[src/tba_defines.svh]
// offsets, field positions, landmark values and fixed counts of the timer byte path
`ifndef TBA_DEFINES_SVH
`define TBA_DEFINES_SVH

// byte locations on the processor port
`define TBA_A_CNT_L 4'h0
`define TBA_A_CNT_H 4'h1
`define TBA_A_CMPA_L 4'h2
`define TBA_A_CMPA_H 4'h3
`define TBA_A_CMPB_L 4'h4
`define TBA_A_CMPB_H 4'h5
`define TBA_A_CMPC_L 4'h6
`define TBA_A_CMPC_H 4'h7
`define TBA_A_CAP_L 4'h8
`define TBA_A_CAP_H 4'h9
`define TBA_A_CTRL_A 4'ha
`define TBA_A_CTRL_B 4'hb
`define TBA_A_CTRL_C 4'hc
`define TBA_A_FLAG 4'hd
`define TBA_A_MASK 4'he

// control A fields
`define TBA_CA_TOP_HI 2
`define TBA_CA_TOP_LO 0
`define TBA_CA_PWM 3
// control B fields
`define TBA_CB_CS_HI 2
`define TBA_CB_CS_LO 0
`define TBA_CB_DOWN 3
`define TBA_CB_NCE 4
`define TBA_CB_EDGE 5
`define TBA_CB_ACIC 6

// top selection codes
`define TBA_TOP_MAX 3'h0
`define TBA_TOP_FF 3'h1
`define TBA_TOP_1FF 3'h2
`define TBA_TOP_3FF 3'h3
`define TBA_TOP_CMPA 3'h4
`define TBA_TOP_CAP 3'h5

// tick source codes
`define TBA_CS_STOP 3'h0
`define TBA_CS_CLK 3'h1
`define TBA_CS_PRE 3'h2
`define TBA_CS_EXT_FALL 3'h3
`define TBA_CS_EXT_RISE 3'h4

// flag and mask bit positions
`define TBA_F_OVF 0
`define TBA_F_CMPA 1
`define TBA_F_CAP 4
`define TBA_NFLAG 5
`define TBA_NCH 3

// count landmarks
`define TBA_BOTTOM 16'h0000
`define TBA_MAX 16'hffff
`define TBA_FIX_FF 16'h00ff
`define TBA_FIX_1FF 16'h01ff
`define TBA_FIX_3FF 16'h03ff

// samples that must agree before the filtered capture input moves
`define TBA_NC_SAMPLES 4

`endif

[src/tba_pkg.sv]
// state types of the timer byte path modules
`include "tba_defines.svh"

package tba_pkg;

  typedef struct packed {
    logic ext_s1;
    logic ext_s2;
    logic ext_prev;
    logic tick;
  } tba_tick_t;

  typedef struct packed {
    logic pin_s1;
    logic pin_s2;
    logic cmp_s1;
    logic cmp_s2;
    logic [`TBA_NC_SAMPLES-1:0] hist;
    logic filt;
    logic prev;
    logic evt;
  } tba_filt_t;

  typedef struct packed {
    logic [15:0] cnt;
    logic [7:0] temp;
    logic [`TBA_NCH-1:0][15:0] cmp_buf;
    logic [`TBA_NCH-1:0][15:0] cmp_act;
    logic [15:0] cap;
    logic [7:0] ctrl_a;
    logic [7:0] ctrl_b;
    logic [7:0] ctrl_c;
    logic [`TBA_NFLAG-1:0] flag;
    logic [`TBA_NFLAG-1:0] mask;
    logic [`TBA_NFLAG-1:0] irq;
    logic [`TBA_NCH-1:0] match;
    logic [`TBA_NCH-1:0] oc;
    logic [7:0] rdata;
    logic at_bottom;
    logic at_max;
    logic at_top;
  } tba_core_t;

endpackage

[src/tba_tick_sel.sv]
// tick source and edge selection for the counter
`timescale 1ns/1ps
`default_nettype none
`include "tba_defines.svh"

module tba_tick_sel
  import tba_pkg::*;
(
  input wire logic clk,
  input wire logic rst,
  input wire logic [2:0] sel,
  input wire logic prescale_tick,
  input wire logic ext_pin,
  output logic tick
);

  tba_tick_t s_q, s_d;

  // the pin is asynchronous, so edges are seen on the second stage only
  always_comb begin
    s_d = s_q;
    s_d.ext_s1 = ext_pin;
    s_d.ext_s2 = s_q.ext_s1;
    s_d.ext_prev = s_q.ext_s2;
    unique case (sel)
      `TBA_CS_CLK: s_d.tick = 1'b1;
      `TBA_CS_PRE: s_d.tick = prescale_tick;
      `TBA_CS_EXT_FALL: s_d.tick = s_q.ext_prev & ~s_q.ext_s2;
      `TBA_CS_EXT_RISE: s_d.tick = ~s_q.ext_prev & s_q.ext_s2;
      default: s_d.tick = 1'b0; // stop and unused codes give no tick
    endcase
  end

  always_ff @(posedge clk) begin
    if (rst) begin
      s_q <= '0;
    end else begin
      s_q <= s_d;
    end
  end

  assign tick = s_q.tick;
endmodule

`default_nettype wire

[src/tba_cap_filter.sv]
// capture source select, noise canceller and edge detector
`timescale 1ns/1ps
`default_nettype none
`include "tba_defines.svh"

module tba_cap_filter
  import tba_pkg::*;
(
  input wire logic clk,
  input wire logic rst,
  input wire logic pin,
  input wire logic comp,
  input wire logic use_comp,
  input wire logic nc_en,
  input wire logic rising,
  input wire logic enable,
  output logic evt
);

  tba_filt_t s_q, s_d;
  logic sample;

  // both sources pass two flops; switching source may itself look like an edge
  always_comb begin
    s_d = s_q;
    s_d.pin_s1 = pin;
    s_d.pin_s2 = s_q.pin_s1;
    s_d.cmp_s1 = comp;
    s_d.cmp_s2 = s_q.cmp_s1;
    sample = use_comp ? s_q.cmp_s2 : s_q.pin_s2;
    s_d.hist = {s_q.hist[`TBA_NC_SAMPLES-2:0], sample};
    if (!nc_en) begin
      s_d.filt = sample;
    end else if (&s_q.hist || ~|s_q.hist) begin
      s_d.filt = s_q.hist[0]; // all samples agree
    end
    s_d.prev = s_q.filt;
    s_d.evt = enable && (s_q.filt != s_q.prev) && (s_q.filt == rising);
  end

  always_ff @(posedge clk) begin
    if (rst) begin
      s_q <= '0;
    end else begin
      s_q <= s_d;
    end
  end

  assign evt = s_q.evt;
endmodule

`default_nettype wire

[src/tba_timer16.sv]
// 16-bit timer core with shared high-byte latch on an 8-bit processor port
// Behaviour
// (RULE_01) counter, compares, capture 16-bit; controls 8-bit
// (RULE_02) every request flagged, each separately masked
// (RULE_03) tick from clock, prescaler or pin
// (RULE_04) clock select picks source and edge
// (RULE_05) compares match counter, set flag, drive pin
// (RULE_06) edge from pin/comparator captures count, filtered
// (RULE_07) compare A as PWM top: no A output
// (RULE_08) signal BOTTOM when count becomes zero
// (RULE_09) signal MAX when count becomes all ones
// (RULE_10) TOP is fixed value, compare A or capture
// (RULE_11) one shared high-byte latch per timer
// (RULE_12) low write loads latch and byte together
// (RULE_13) low read copies high byte into latch
// (RULE_14) compare high reads bypass the latch
// (RULE_15) processor writes high first, reads low first
// (RULE_16) processor keeps 16-bit pairs uninterrupted
// (RULE_17) counter high location reaches the latch
// (RULE_18) high write changes only the latch
`timescale 1ns/1ps
`default_nettype none
`include "tba_defines.svh"

module tba_timer16
  import tba_pkg::*;
(
  input wire logic CLK,
  input wire logic RST,
  input wire logic [3:0] BUS_ADDR,
  input wire logic [7:0] BUS_WDATA,
  input wire logic BUS_WR,
  input wire logic BUS_RD,
  input wire logic PRESCALE_TICK,
  input wire logic EXTERNAL_COUNT_PIN,
  input wire logic CAPTURE_INPUT_PIN,
  input wire logic COMPARATOR_OUT,
  output logic [7:0] BUS_RDATA,
  output logic [`TBA_NCH-1:0] COMPARE_OUTPUT_PIN,
  output logic [`TBA_NFLAG-1:0] TIMER_FLAG_REG,
  output logic [`TBA_NFLAG-1:0] IRQ_REQ,
  output logic AT_BOTTOM,
  output logic AT_MAX,
  output logic AT_TOP
);

  tba_core_t s_q, s_d;
  logic timer_tick;
  logic cap_evt;
  logic [2:0] top_sel;
  logic top_is_cmpa;
  logic pwm_a_top;
  logic [15:0] top_val;
  logic wrap;
  logic wr_lo_cnt;
  logic [`TBA_NFLAG-1:0] flag_set;
  logic [`TBA_NFLAG-1:0] flag_clr;

  // top value chosen by the operating mode
  function automatic logic [15:0] top_of(input logic [2:0] sel, input logic [15:0] cmpa,
                                         input logic [15:0] cap);
    unique case (sel)
      `TBA_TOP_FF: top_of = `TBA_FIX_FF;
      `TBA_TOP_1FF: top_of = `TBA_FIX_1FF;
      `TBA_TOP_3FF: top_of = `TBA_FIX_3FF;
      `TBA_TOP_CMPA: top_of = cmpa;
      `TBA_TOP_CAP: top_of = cap;
      default: top_of = `TBA_MAX;
    endcase
  endfunction

  // compare channel addressed by a byte location, or none
  function automatic logic [2:0] cmp_chan(input logic [3:0] addr);
    unique case (addr)
      `TBA_A_CMPA_L, `TBA_A_CMPA_H: cmp_chan = 3'h0;
      `TBA_A_CMPB_L, `TBA_A_CMPB_H: cmp_chan = 3'h1;
      `TBA_A_CMPC_L, `TBA_A_CMPC_H: cmp_chan = 3'h2;
      default: cmp_chan = 3'h7;
    endcase
  endfunction

  // (RULE_03) tick source select
  // (RULE_04) source and active edge
  tba_tick_sel u_tick (
    .clk(CLK),
    .rst(RST),
    .sel(s_q.ctrl_b[`TBA_CB_CS_HI:`TBA_CB_CS_LO]),
    .prescale_tick(PRESCALE_TICK),
    .ext_pin(EXTERNAL_COUNT_PIN),
    .tick(timer_tick)
  );

  // capture input is off while the capture register defines top
  tba_cap_filter u_cap (
    .clk(CLK),
    .rst(RST),
    .pin(CAPTURE_INPUT_PIN),
    .comp(COMPARATOR_OUT),
    .use_comp(s_q.ctrl_b[`TBA_CB_ACIC]),
    .nc_en(s_q.ctrl_b[`TBA_CB_NCE]),
    .rising(s_q.ctrl_b[`TBA_CB_EDGE]),
    .enable(top_sel != `TBA_TOP_CAP),
    .evt(cap_evt)
  );

  assign top_sel = s_q.ctrl_a[`TBA_CA_TOP_HI:`TBA_CA_TOP_LO];
  assign top_is_cmpa = (top_sel == `TBA_TOP_CMPA);
  assign pwm_a_top = s_q.ctrl_a[`TBA_CA_PWM] && top_is_cmpa;
  assign wr_lo_cnt = BUS_WR && (BUS_ADDR == `TBA_A_CNT_L);

  // next state: counting, compare, capture, then processor access on top
  always_comb begin
    s_d = s_q;
    flag_set = '0;
    flag_clr = '0;
    // (RULE_10) top selection
    top_val = top_of(top_sel, s_q.cmp_act[0], s_q.cap);
    wrap = 1'b0;

    // count step on each timer tick
    if (timer_tick) begin
      if (s_q.ctrl_b[`TBA_CB_DOWN]) begin
        wrap = (s_q.cnt == `TBA_BOTTOM);
        s_d.cnt = wrap ? top_val : s_q.cnt - 16'h0001;
      end else begin
        wrap = (s_q.cnt == top_val);
        s_d.cnt = wrap ? `TBA_BOTTOM : s_q.cnt + 16'h0001;
      end
    end
    flag_set[`TBA_F_OVF] = wrap;

    // (RULE_07) top buffered in pwm
    // pwm modes take new compare values only at a wrap, so the period stays whole
    if (!s_q.ctrl_a[`TBA_CA_PWM] || wrap) begin
      s_d.cmp_act = s_q.cmp_buf;
    end

    // (RULE_05) continuous compare, flag, pin
    for (int i = 0; i < `TBA_NCH; i++) begin
      s_d.match[i] = (s_q.cnt == s_q.cmp_act[i]);
      if (s_d.match[i] && !s_q.match[i]) begin
        flag_set[`TBA_F_CMPA + i] = 1'b1;
        s_d.oc[i] = ~s_q.oc[i];
      end
    end
    // (RULE_07) no A output as top
    if (pwm_a_top) begin
      s_d.oc[0] = 1'b0;
    end

    // (RULE_06) capture the count
    if (cap_evt) begin
      s_d.cap = s_q.cnt;
      flag_set[`TBA_F_CAP] = 1'b1;
    end

    // reads: data is registered, answer one cycle after the strobe
    if (BUS_RD) begin
      s_d.rdata = 8'h00;
      unique case (BUS_ADDR)
        `TBA_A_CNT_L: begin
          s_d.rdata = s_q.cnt[7:0];
          // (RULE_13) high byte into latch
          s_d.temp = s_q.cnt[15:8];
        end
        // (RULE_17) counter high via latch
        `TBA_A_CNT_H: s_d.rdata = s_q.temp;
        `TBA_A_CMPA_L, `TBA_A_CMPB_L, `TBA_A_CMPC_L:
          s_d.rdata = s_q.cmp_buf[cmp_chan(BUS_ADDR)][7:0];
        // (RULE_14) compare high bypasses latch
        `TBA_A_CMPA_H, `TBA_A_CMPB_H, `TBA_A_CMPC_H:
          s_d.rdata = s_q.cmp_buf[cmp_chan(BUS_ADDR)][15:8];
        `TBA_A_CAP_L: begin
          s_d.rdata = s_q.cap[7:0];
          // (RULE_13) capture high to latch
          s_d.temp = s_q.cap[15:8];
        end
        `TBA_A_CAP_H: s_d.rdata = s_q.temp;
        `TBA_A_CTRL_A: s_d.rdata = s_q.ctrl_a;
        `TBA_A_CTRL_B: s_d.rdata = s_q.ctrl_b;
        `TBA_A_CTRL_C: s_d.rdata = s_q.ctrl_c;
        `TBA_A_FLAG: s_d.rdata = {3'h0, s_q.flag};
        `TBA_A_MASK: s_d.rdata = {3'h0, s_q.mask};
        default: s_d.rdata = 8'h00; // unmapped reads return zero
      endcase
    end

    // writes come last so a processor write beats the count step of the same cycle
    if (BUS_WR) begin
      unique case (BUS_ADDR)
        // (RULE_11) one shared high latch
        // (RULE_18) high writes touch latch only
        `TBA_A_CNT_H, `TBA_A_CMPA_H, `TBA_A_CMPB_H, `TBA_A_CMPC_H, `TBA_A_CAP_H:
          s_d.temp = BUS_WDATA;
        // (RULE_12) low write loads both
        `TBA_A_CNT_L: s_d.cnt = {s_q.temp, BUS_WDATA};
        `TBA_A_CMPA_L, `TBA_A_CMPB_L, `TBA_A_CMPC_L:
          s_d.cmp_buf[cmp_chan(BUS_ADDR)] = {s_q.temp, BUS_WDATA};
        // capture is writable only while it defines top
        `TBA_A_CAP_L: begin
          if (top_sel == `TBA_TOP_CAP) begin
            s_d.cap = {s_q.temp, BUS_WDATA};
          end
        end
        // (RULE_01) plain 8-bit controls
        `TBA_A_CTRL_A: s_d.ctrl_a = BUS_WDATA;
        `TBA_A_CTRL_B: s_d.ctrl_b = BUS_WDATA;
        `TBA_A_CTRL_C: s_d.ctrl_c = BUS_WDATA;
        `TBA_A_FLAG: flag_clr = BUS_WDATA[`TBA_NFLAG-1:0];
        `TBA_A_MASK: s_d.mask = BUS_WDATA[`TBA_NFLAG-1:0];
        default: ; // unmapped writes are dropped
      endcase
    end

    // (RULE_02) flags, masked requests
    // a hardware set in the same cycle as a write-one clear is kept
    s_d.flag = (s_q.flag & ~flag_clr) | flag_set;
    s_d.irq = s_d.flag & s_d.mask;

    // (RULE_08) bottom landmark
    s_d.at_bottom = (s_d.cnt == `TBA_BOTTOM);
    // (RULE_09) max landmark
    s_d.at_max = (s_d.cnt == `TBA_MAX);
    s_d.at_top = (s_d.cnt == top_val);
  end

  // all state in one register
  always_ff @(posedge CLK) begin
    if (RST) begin
      s_q <= '0;
      // the count resets to zero, so bottom is already reached
      s_q.at_bottom <= 1'b1;
    end else begin
      s_q <= s_d;
    end
  end

  assign BUS_RDATA = s_q.rdata;
  assign COMPARE_OUTPUT_PIN = s_q.oc;
  assign TIMER_FLAG_REG = s_q.flag;
  assign IRQ_REQ = s_q.irq;
  assign AT_BOTTOM = s_q.at_bottom;
  assign AT_MAX = s_q.at_max;
  assign AT_TOP = s_q.at_top;
endmodule

`default_nettype wire

[config.mk]
export PLATFORM = sky130hd
export DESIGN_NAME = tba_timer16
export DESIGN_NICKNAME = d
export VERILOG_FILES = /design/src/tba_pkg.sv /design/src/tba_tick_sel.sv /design/src/tba_cap_filter.sv /design/src/tba_timer16.sv
export VERILOG_INCLUDE_DIRS = /design/src
export SDC_FILE = /design/constraint.sdc
export NUM_CORES = 1
export LEC_CHECK = 0
export ABC_AREA = 0
export ABC_CLOCK_PERIOD_IN_PS = 7400
export CAP_MARGIN = 5
export CORE_ASPECT_RATIO = 0.9
export CORE_MARGIN = 2
export CORE_UTILIZATION = 41
export DETAILED_ROUTE_END_ITERATION = 7
export DONT_BUFFER_PORTS = 1
export GPL_ROUTABILITY_DRIVEN = 0
export GPL_TIMING_DRIVEN = 0
export HOLD_SLACK_MARGIN = 0.12
export PLACE_DENSITY = 0.64
export SLEW_MARGIN = 20
export SYNTH_ARGS = -nofsm -noshare
export SYNTH_HDL_FRONTEND = slang
export SYNTH_SLANG_ARGS = --single-unit
[constraint.sdc]
create_clock -name CLK -period 7.4 [get_ports CLK]
set_clock_uncertainty 0.1 [all_clocks]
set_input_delay 0.74 -clock CLK [delete_from_list [all_inputs] [get_ports CLK]]
set_output_delay 0.74 -clock CLK [all_outputs]
set_load 0.01 [all_outputs]
==> run_results.csv, run 1 <==
group,metric,value,unit
floorplanning,rows,58,
floorplanning,die_h,163,um
synthesis,yosysSeqAreaShare,0.359,
routing,drc,0,
hold_path,worstHoldPathCells,1,
synthesis,synth_fp_nets,1456,
clock_network,cts_setup_buffers,0,
cells_and_area,drive_gt1_frac,0.0792,
synthesis,synth.distinct_cells,73,
sta,final_max_slew_viol_count,0,
cells_and_area,fin_nets,1482,
sta,relSlewSlack,0.331,
synthesis,ys_ff_latch,207,
sta,setup_viol,0,
clock_network,ctsResizeCount,0,
placed_design,dpl.cell_count,1793,
clock_network,holdBufCountCts,0,
cells_and_area,design_area,12800,um^2
routing,drt-initial-drc-count,1613,
job,drv_cap,0,
setup_path,path_class,"register to register",
hold_path,hp-start,"EXTERNAL_COUNT_PIN",
setup_path,worstReg2RegEnd,"AT_MAX",
floorplanning,core_area,27800,um^2
floorplanning,die_w,181,um
synthesis,syn_area_per_cell,8.05,um^2
sta,timing.final.ws_setup,2.76,ns
floorplanning,die-area,29500,um^2
cells_and_area,fin_util,0.461,
clock_network,cts_tree,"done",
routing,avgRoutedWirePerCell,23.1,um
synthesis,yosysMostFrequentCell,"dfxtp_1",
hold_path,hold_path_end,"u_tick.s_d[2]",
global_route,grt_pass1_vias,10300,
setup_path,cp.required,7.72,ns
setup_path,path_max_fanout,10,
placed_design,place_ws,3.14,ns
synthesis,netlist_area,11500,um^2
setup_path,r2r_cells,11,
global_route,grt_max_degree,13,
clock_network,cts.htree.levels,1,
synthesis,synthCells,1433,
cells_and_area,stdcell_count,1838,
sta,fin_crit_sh,0.627,
global_route,gr-usage-all-layers,0.280,
cells_and_area,areaGrowthSynthToFinish,11.1,%
routing,vias_per_cell,6.13,
global_route,grt.overflow.total,0,
sta,worst_pin_slew,1.00,ns
synthesis,synth_flop_cell,"dfxtp_1",
sta,final-hold-violation-count,0,
sta,fmax,215,MHz
power_and_ir_drop,vdd_drop_max,0.170,mV
power_and_ir_drop,power_leakage,4.66,nW
hold_path,min_path_type,"input port to register",
placed_design,dp_hpwl,31.1,mm
sta,rsz0062_at_grt,"false",
synthesis,async_flop_share,0,
synthesis,synth-edff-count,0,
synthesis,post-synth-top-area-cell,"dfxtp_1",
placed_design,port_buffers,0,
routing,drt-total-wl,42.5,mm
global_route,antenna_found_initial,0,
clock_network,cts_made_buffers,24,
setup_path,arrival,4.96,ns
routing,drtPass1Iterations,5,
setup_path,rrSetupSlack,2.76,ns
outcome,outcome,"complete, no violations",
floorplanning,io_pins,44,
setup_path,worst_setup_path_start_kind,"register",
clock_network,clock_latency,0.54,ns
sta,fin_tns_setup,0,ns
clock_network,cts_sinks,207,
clock_network,cts_root_buf,"clkbuf_16",
routing,route.antenna.remaining_nets,0,
clock_network,clk_pin_slew,0.06,ns
synthesis,ys_warn_count,0,
sta,post-route-min-period,4.64,ns
synthesis,synthTopCellsByCount,"207 x dfxtp_1, 172 x nand2_1, 169 x nor2_1",
synthesis,synthTopCellsByArea,"dfxtp_1 36%, mux2i_1 9.2%, nand2_1 5.6%",
placed_design,placed_area,12000,um^2
floorplanning,initial_core_util,0.415,
routing,num_vias,11300,
global_route,grt_pass1_wl,63.8,mm
clock_network,clock_path_buffers,3,
setup_path,rr_startpoint,"s_q[182]",
synthesis,synth_top_area_frac,0.359,
setup_path,endpoint_kind,"register",
power_and_ir_drop,p_per_area,221,nW/um^2
[per-layer routing]
layer | track usage | share of wire
met1 | 0.390 | 0.41
met2 | 0.419 | 0.42
met3 | 0.0673 | 0.13
met4 | 0.111 | 0.045
met5 | 0 | 0
[metrics by stage]
step | power, mW | hold WS (ns)
3_3_place_gp | 1.61 | 0.318
5_1_grt | 2.91 | 0.271
4_1_cts | 2.82 | 0.260
2_1_floorplan | 1.48 | 0.314
6_report | 2.83 | 0.259
3_5_place_dp | 1.61 | 0.326
[critical path, cell delays in order, from the launching register on]
cell	delay, ns
dfxtp_1	0.38
nor4_1	0.79
nand2_1	0.39
nor2_1	0.75
buf_2	0.40
nand2_1	0.11
o21ai_0	0.20
nand2_1	0.07
a31oi_1	0.57
nand2_1	0.09
or4_1	0.41
nor4_1	0.26
[report_power, final]
part | switching (mW) | leakage, nW | internal [mW]
logic | 0.292 | 2.58 | 0.136
registers | 0.0359 | 1.67 | 1.15
clock network | 0.493 | 0.401 | 0.730
total | 0.821 | 4.66 | 2.01
[kinds of logic after synthesis]
family	count (synthesis)	share of synthesized area
buffers and inverters	159	0.0639
xor gates and xnor gates	79	0.0600
muxes	124	0.110
and+or+nand+nor	541	0.219
adders and majority gates	3	0.00326
DFF	207	0.359
AOI/OAI and AO/OA	320	0.185
[worst max-delay path by stage]
stage                      from  endpoint  slack, ns  cells after the start
CTS                    s_q[182]    AT_MAX       3.07                     11
detailed placement     s_q[182]    AT_MAX       3.14                     11
global route           s_q[182]    AT_MAX       2.52                     11
global placement    BUS_ADDR[1]    AT_TOP       3.01                     10
floorplan           BUS_ADDR[1]    AT_TOP       3.80                     12
finish                 s_q[182]    AT_MAX       2.76                     11
[placed cells by master, fill, tap and decap left out, types with 10 or more instances in the layout]
| cell type | n |
|---|---|
| buf_2 | 13 |
| a31oi_1 | 10 |
| nor2_1 | 169 |
| a221oi_1 | 13 |
| a211oi_1 | 39 |
| nand2_1 | 172 |
| clkbuf_1 | 88 |
| buf_4 | 23 |
| nor2b_1 | 29 |
| mux2_2 | 18 |
| xnor2_1 | 22 |
| nor3_1 | 19 |
| nand3_1 | 37 |
| mux2i_1 | 106 |
| a21oi_1 | 116 |
| a22oi_1 | 25 |
| dfxtp_1 | 207 |
| o21ai_0 | 44 |
| nand4_1 | 17 |
| buf_1 | 17 |
| nor4_1 | 27 |
| clkbuf_16 | 24 |
| inv_1 | 18 |
| xor2_1 | 57 |
| and3_1 | 13 |
| and2_1 | 11 |
[cell type report]
cell class / count / area [um^2]
inverter: 19 / 71.3
clock inverter: 8 / 105
buffer: 140 / 666
clock buffer: 36 / 706
multi-input combinational: 1067 / 6670
sequential: 207 / 4140
antenna: 1 / 2.50
tap: 360 / 450
fill: 2712 / 15000
Power figures use the tool's default switching activity.
==> inputs of run 2 (changes only) <==
--- a/config.mk
+++ b/config.mk
@@ -7,7 +7,7 @@
 export NUM_CORES = 1
 export LEC_CHECK = 0
 export ABC_AREA = 0
-export ABC_CLOCK_PERIOD_IN_PS = 7400
+export ABC_CLOCK_PERIOD_IN_PS = 4300
 export CAP_MARGIN = 5
 export CORE_ASPECT_RATIO = 0.9
 export CORE_MARGIN = 2
==> constraint.sdc (replaced) <==
create_clock -name CLK -period 4.3 [get_ports CLK]
set_clock_uncertainty 0.1 [all_clocks]
set_input_delay 0.43 -clock CLK [delete_from_list [all_inputs] [get_ports CLK]]
set_output_delay 0.43 -clock CLK [all_outputs]
set_load 0.01 [all_outputs]
==> run_results.csv, run 2 (synthesis gave the netlist of run 1 again) <==
group,metric,value,unit
setup_path,rr_startpoint,"s_q[50]",
floorplanning,die-area,29500,um^2
outcome,violations,"DRC",
routing,drtPass1Iterations,8,
sta,rsz0062_at_grt,"false",
global_route,antenna_found_initial,0,
global_route,grt.overflow.total,0,
cells_and_area,layout_common_cells,"207 x dfxtp_1, 172 x nand2_1, 168 x nor2_1, 116 x a21oi_1, 106 x mux2i_1",
clock_network,cts_tree,"done",
sta,fin_crit_sh,0.960,
global_route,grt_max_degree,13,
clock_network,cts_sinks,207,
sta,final_max_slew_viol_count,0,
clock_network,clock_path_buffers,3,
power_and_ir_drop,power.total,4.89,mW
sta,relSlewSlack,0.326,
sta,timing.final.ws_setup,0.174,ns
setup_path,path_class,"register to register",
sta,setup_viol,0,
floorplanning,die_w,181,um
cells_and_area,areaGrowthSynthToFinish,11.8,%
clock_network,cts_made_buffers,24,
global_route,grt_pass1_vias,10400,
cells_and_area,drive_gt1_frac,0.0851,
floorplanning,rows,58,
hold_path,min_path_type,"input port to register",
routing,vias_per_cell,6.10,
setup_path,arrival,4.44,ns
power_and_ir_drop,vdd_drop_max,0.290,mV
sta,post-route-min-period,4.13,ns
floorplanning,initial_core_util,0.415,
routing,drc,1,
placed_design,dp_hpwl,31.1,mm
routing,drt-total-wl,42.5,mm
setup_path,cp.required,4.61,ns
routing,avgRoutedWirePerCell,23.1,um
sta,whs,0.153,ns
routing,route.antenna.remaining_nets,0,
global_route,gr-usage-all-layers,0.280,
cells_and_area,fin_nets,1485,
setup_path,endpoint_kind,"register",
clock_network,clk_pin_slew,0.06,ns
setup_path,path_max_fanout,10,
placed_design,port_buffers,0,
hold_path,hp-start,"BUS_RD",
routing,drt-initial-drc-count,1620,
floorplanning,core_area,27800,um^2
global_route,grt_pass1_wl,63.8,mm
clock_network,cts_root_buf,"clkbuf_16",
job,drv_cap,0,
outcome,outcome,"complete, but fails checks",
placed_design,place_ws,0.0372,ns
clock_network,cts.htree.levels,1,
sta,final-hold-violation-count,0,
sta,fin_tns_setup,0,ns
sta,worst_pin_slew,1.01,ns
power_and_ir_drop,p_per_area,379,nW/um^2
cells_and_area,final_common_cell,"dfxtp_1",
clock_network,clock_latency,0.54,ns
routing,num_vias,11200,
setup_path,crit_start,"s_q[50]",
cells_and_area,num_antenna_cells,0,
floorplanning,io_pins,44,
floorplanning,die_h,163,um
setup_path,worst_setup_path_start_kind,"register",
sta,fmax,242,MHz
power_and_ir_drop,power_leakage,4.69,nW
run 2: cell count changes in the layout (fill, tap and decap cells not counted), moves of 2 or more:
cell | before | now
clkbuf_1 | 88 | 85
dlygate4sd3_1 | 0 | 3
clkbuf_2 | 0 | 2
nor2_4 | 0 | 2
run 2: final timing paths:
| path | endpoint | slack, ns | cells past startpoint |
|---|---|---|---|
| max | AT_TOP | 0.17 | 12 |
| min | BUS_RDATA[5] | 0.15 | 3 |
| max reg2reg | AT_TOP | 0.17 | 12 |
| min reg2reg | u_cap.s_q[7] | 0.34 | 1 |
run 2: area by class of cell:
cell class,instances,area (um^2)
Inverter,19,75.1
Tap cell,360,450
Clock buffer,36,706
Clock inverter,8,105
Buffer,139,664
Multi-Input combinational cell,1067,6710
Fill cell,2703,14900
Timing Repair Buffer,4,37.5
Sequential cell,207,4140
run 2: report_power, final:
part	leakage (nW)	internal, mW	switching, mW
registers	1.67	1.97	0.0628
clock network	0.401	1.26	0.852
logic	2.61	0.239	0.505
run 2: through the flow:
stage               cells  area, um^2   util
finish               1840       12900  0.464
global route         1840       12900  0.464
CTS                  1840       12800  0.462
detailed placement   1793       12000  0.432
global placement     1793       12000  0.431
floorplan            1433       11500      -
run 2: what timing repair did:
action | in CTS | in global routing
endpoints found under the setup margin | 1 | 37
cloned | 0 | 0
endpoints found under the hold margin | 3 | 0
resized for setup | 1 | 12
hold buffers | 3 | 0
pin swaps | 0 | 1
setup buffers | 0 | 1
run 2: worst max-delay path, cell delays in order, from the launching register on:
cell and delay [ns]:
dfxtp_1 0.55, buf_6 0.19, buf_6 0.15, a21boi_0 0.11, o211ai_1 0.28, o211ai_2 0.17
or4_1 0.61, or3_1 0.43, o21ai_0 0.17, a31oi_1 0.26, o21ai_0 0.55, nand3_1 0.17
a2111oi_2 0.25
run 2: per-layer routing:
| layer | up-vias | track usage | routed length, um |
|---|---|---|---|
| li1 | 5124 | - | - |
| met1 | 5222 | 0.390 | 17600 |
| met2 | 724 | 0.421 | 17700 |
| met3 | 163 | 0.0662 | 5240 |
| met4 | 0 | 0.106 | 1890 |
| met5 | - | 0 | 0 |
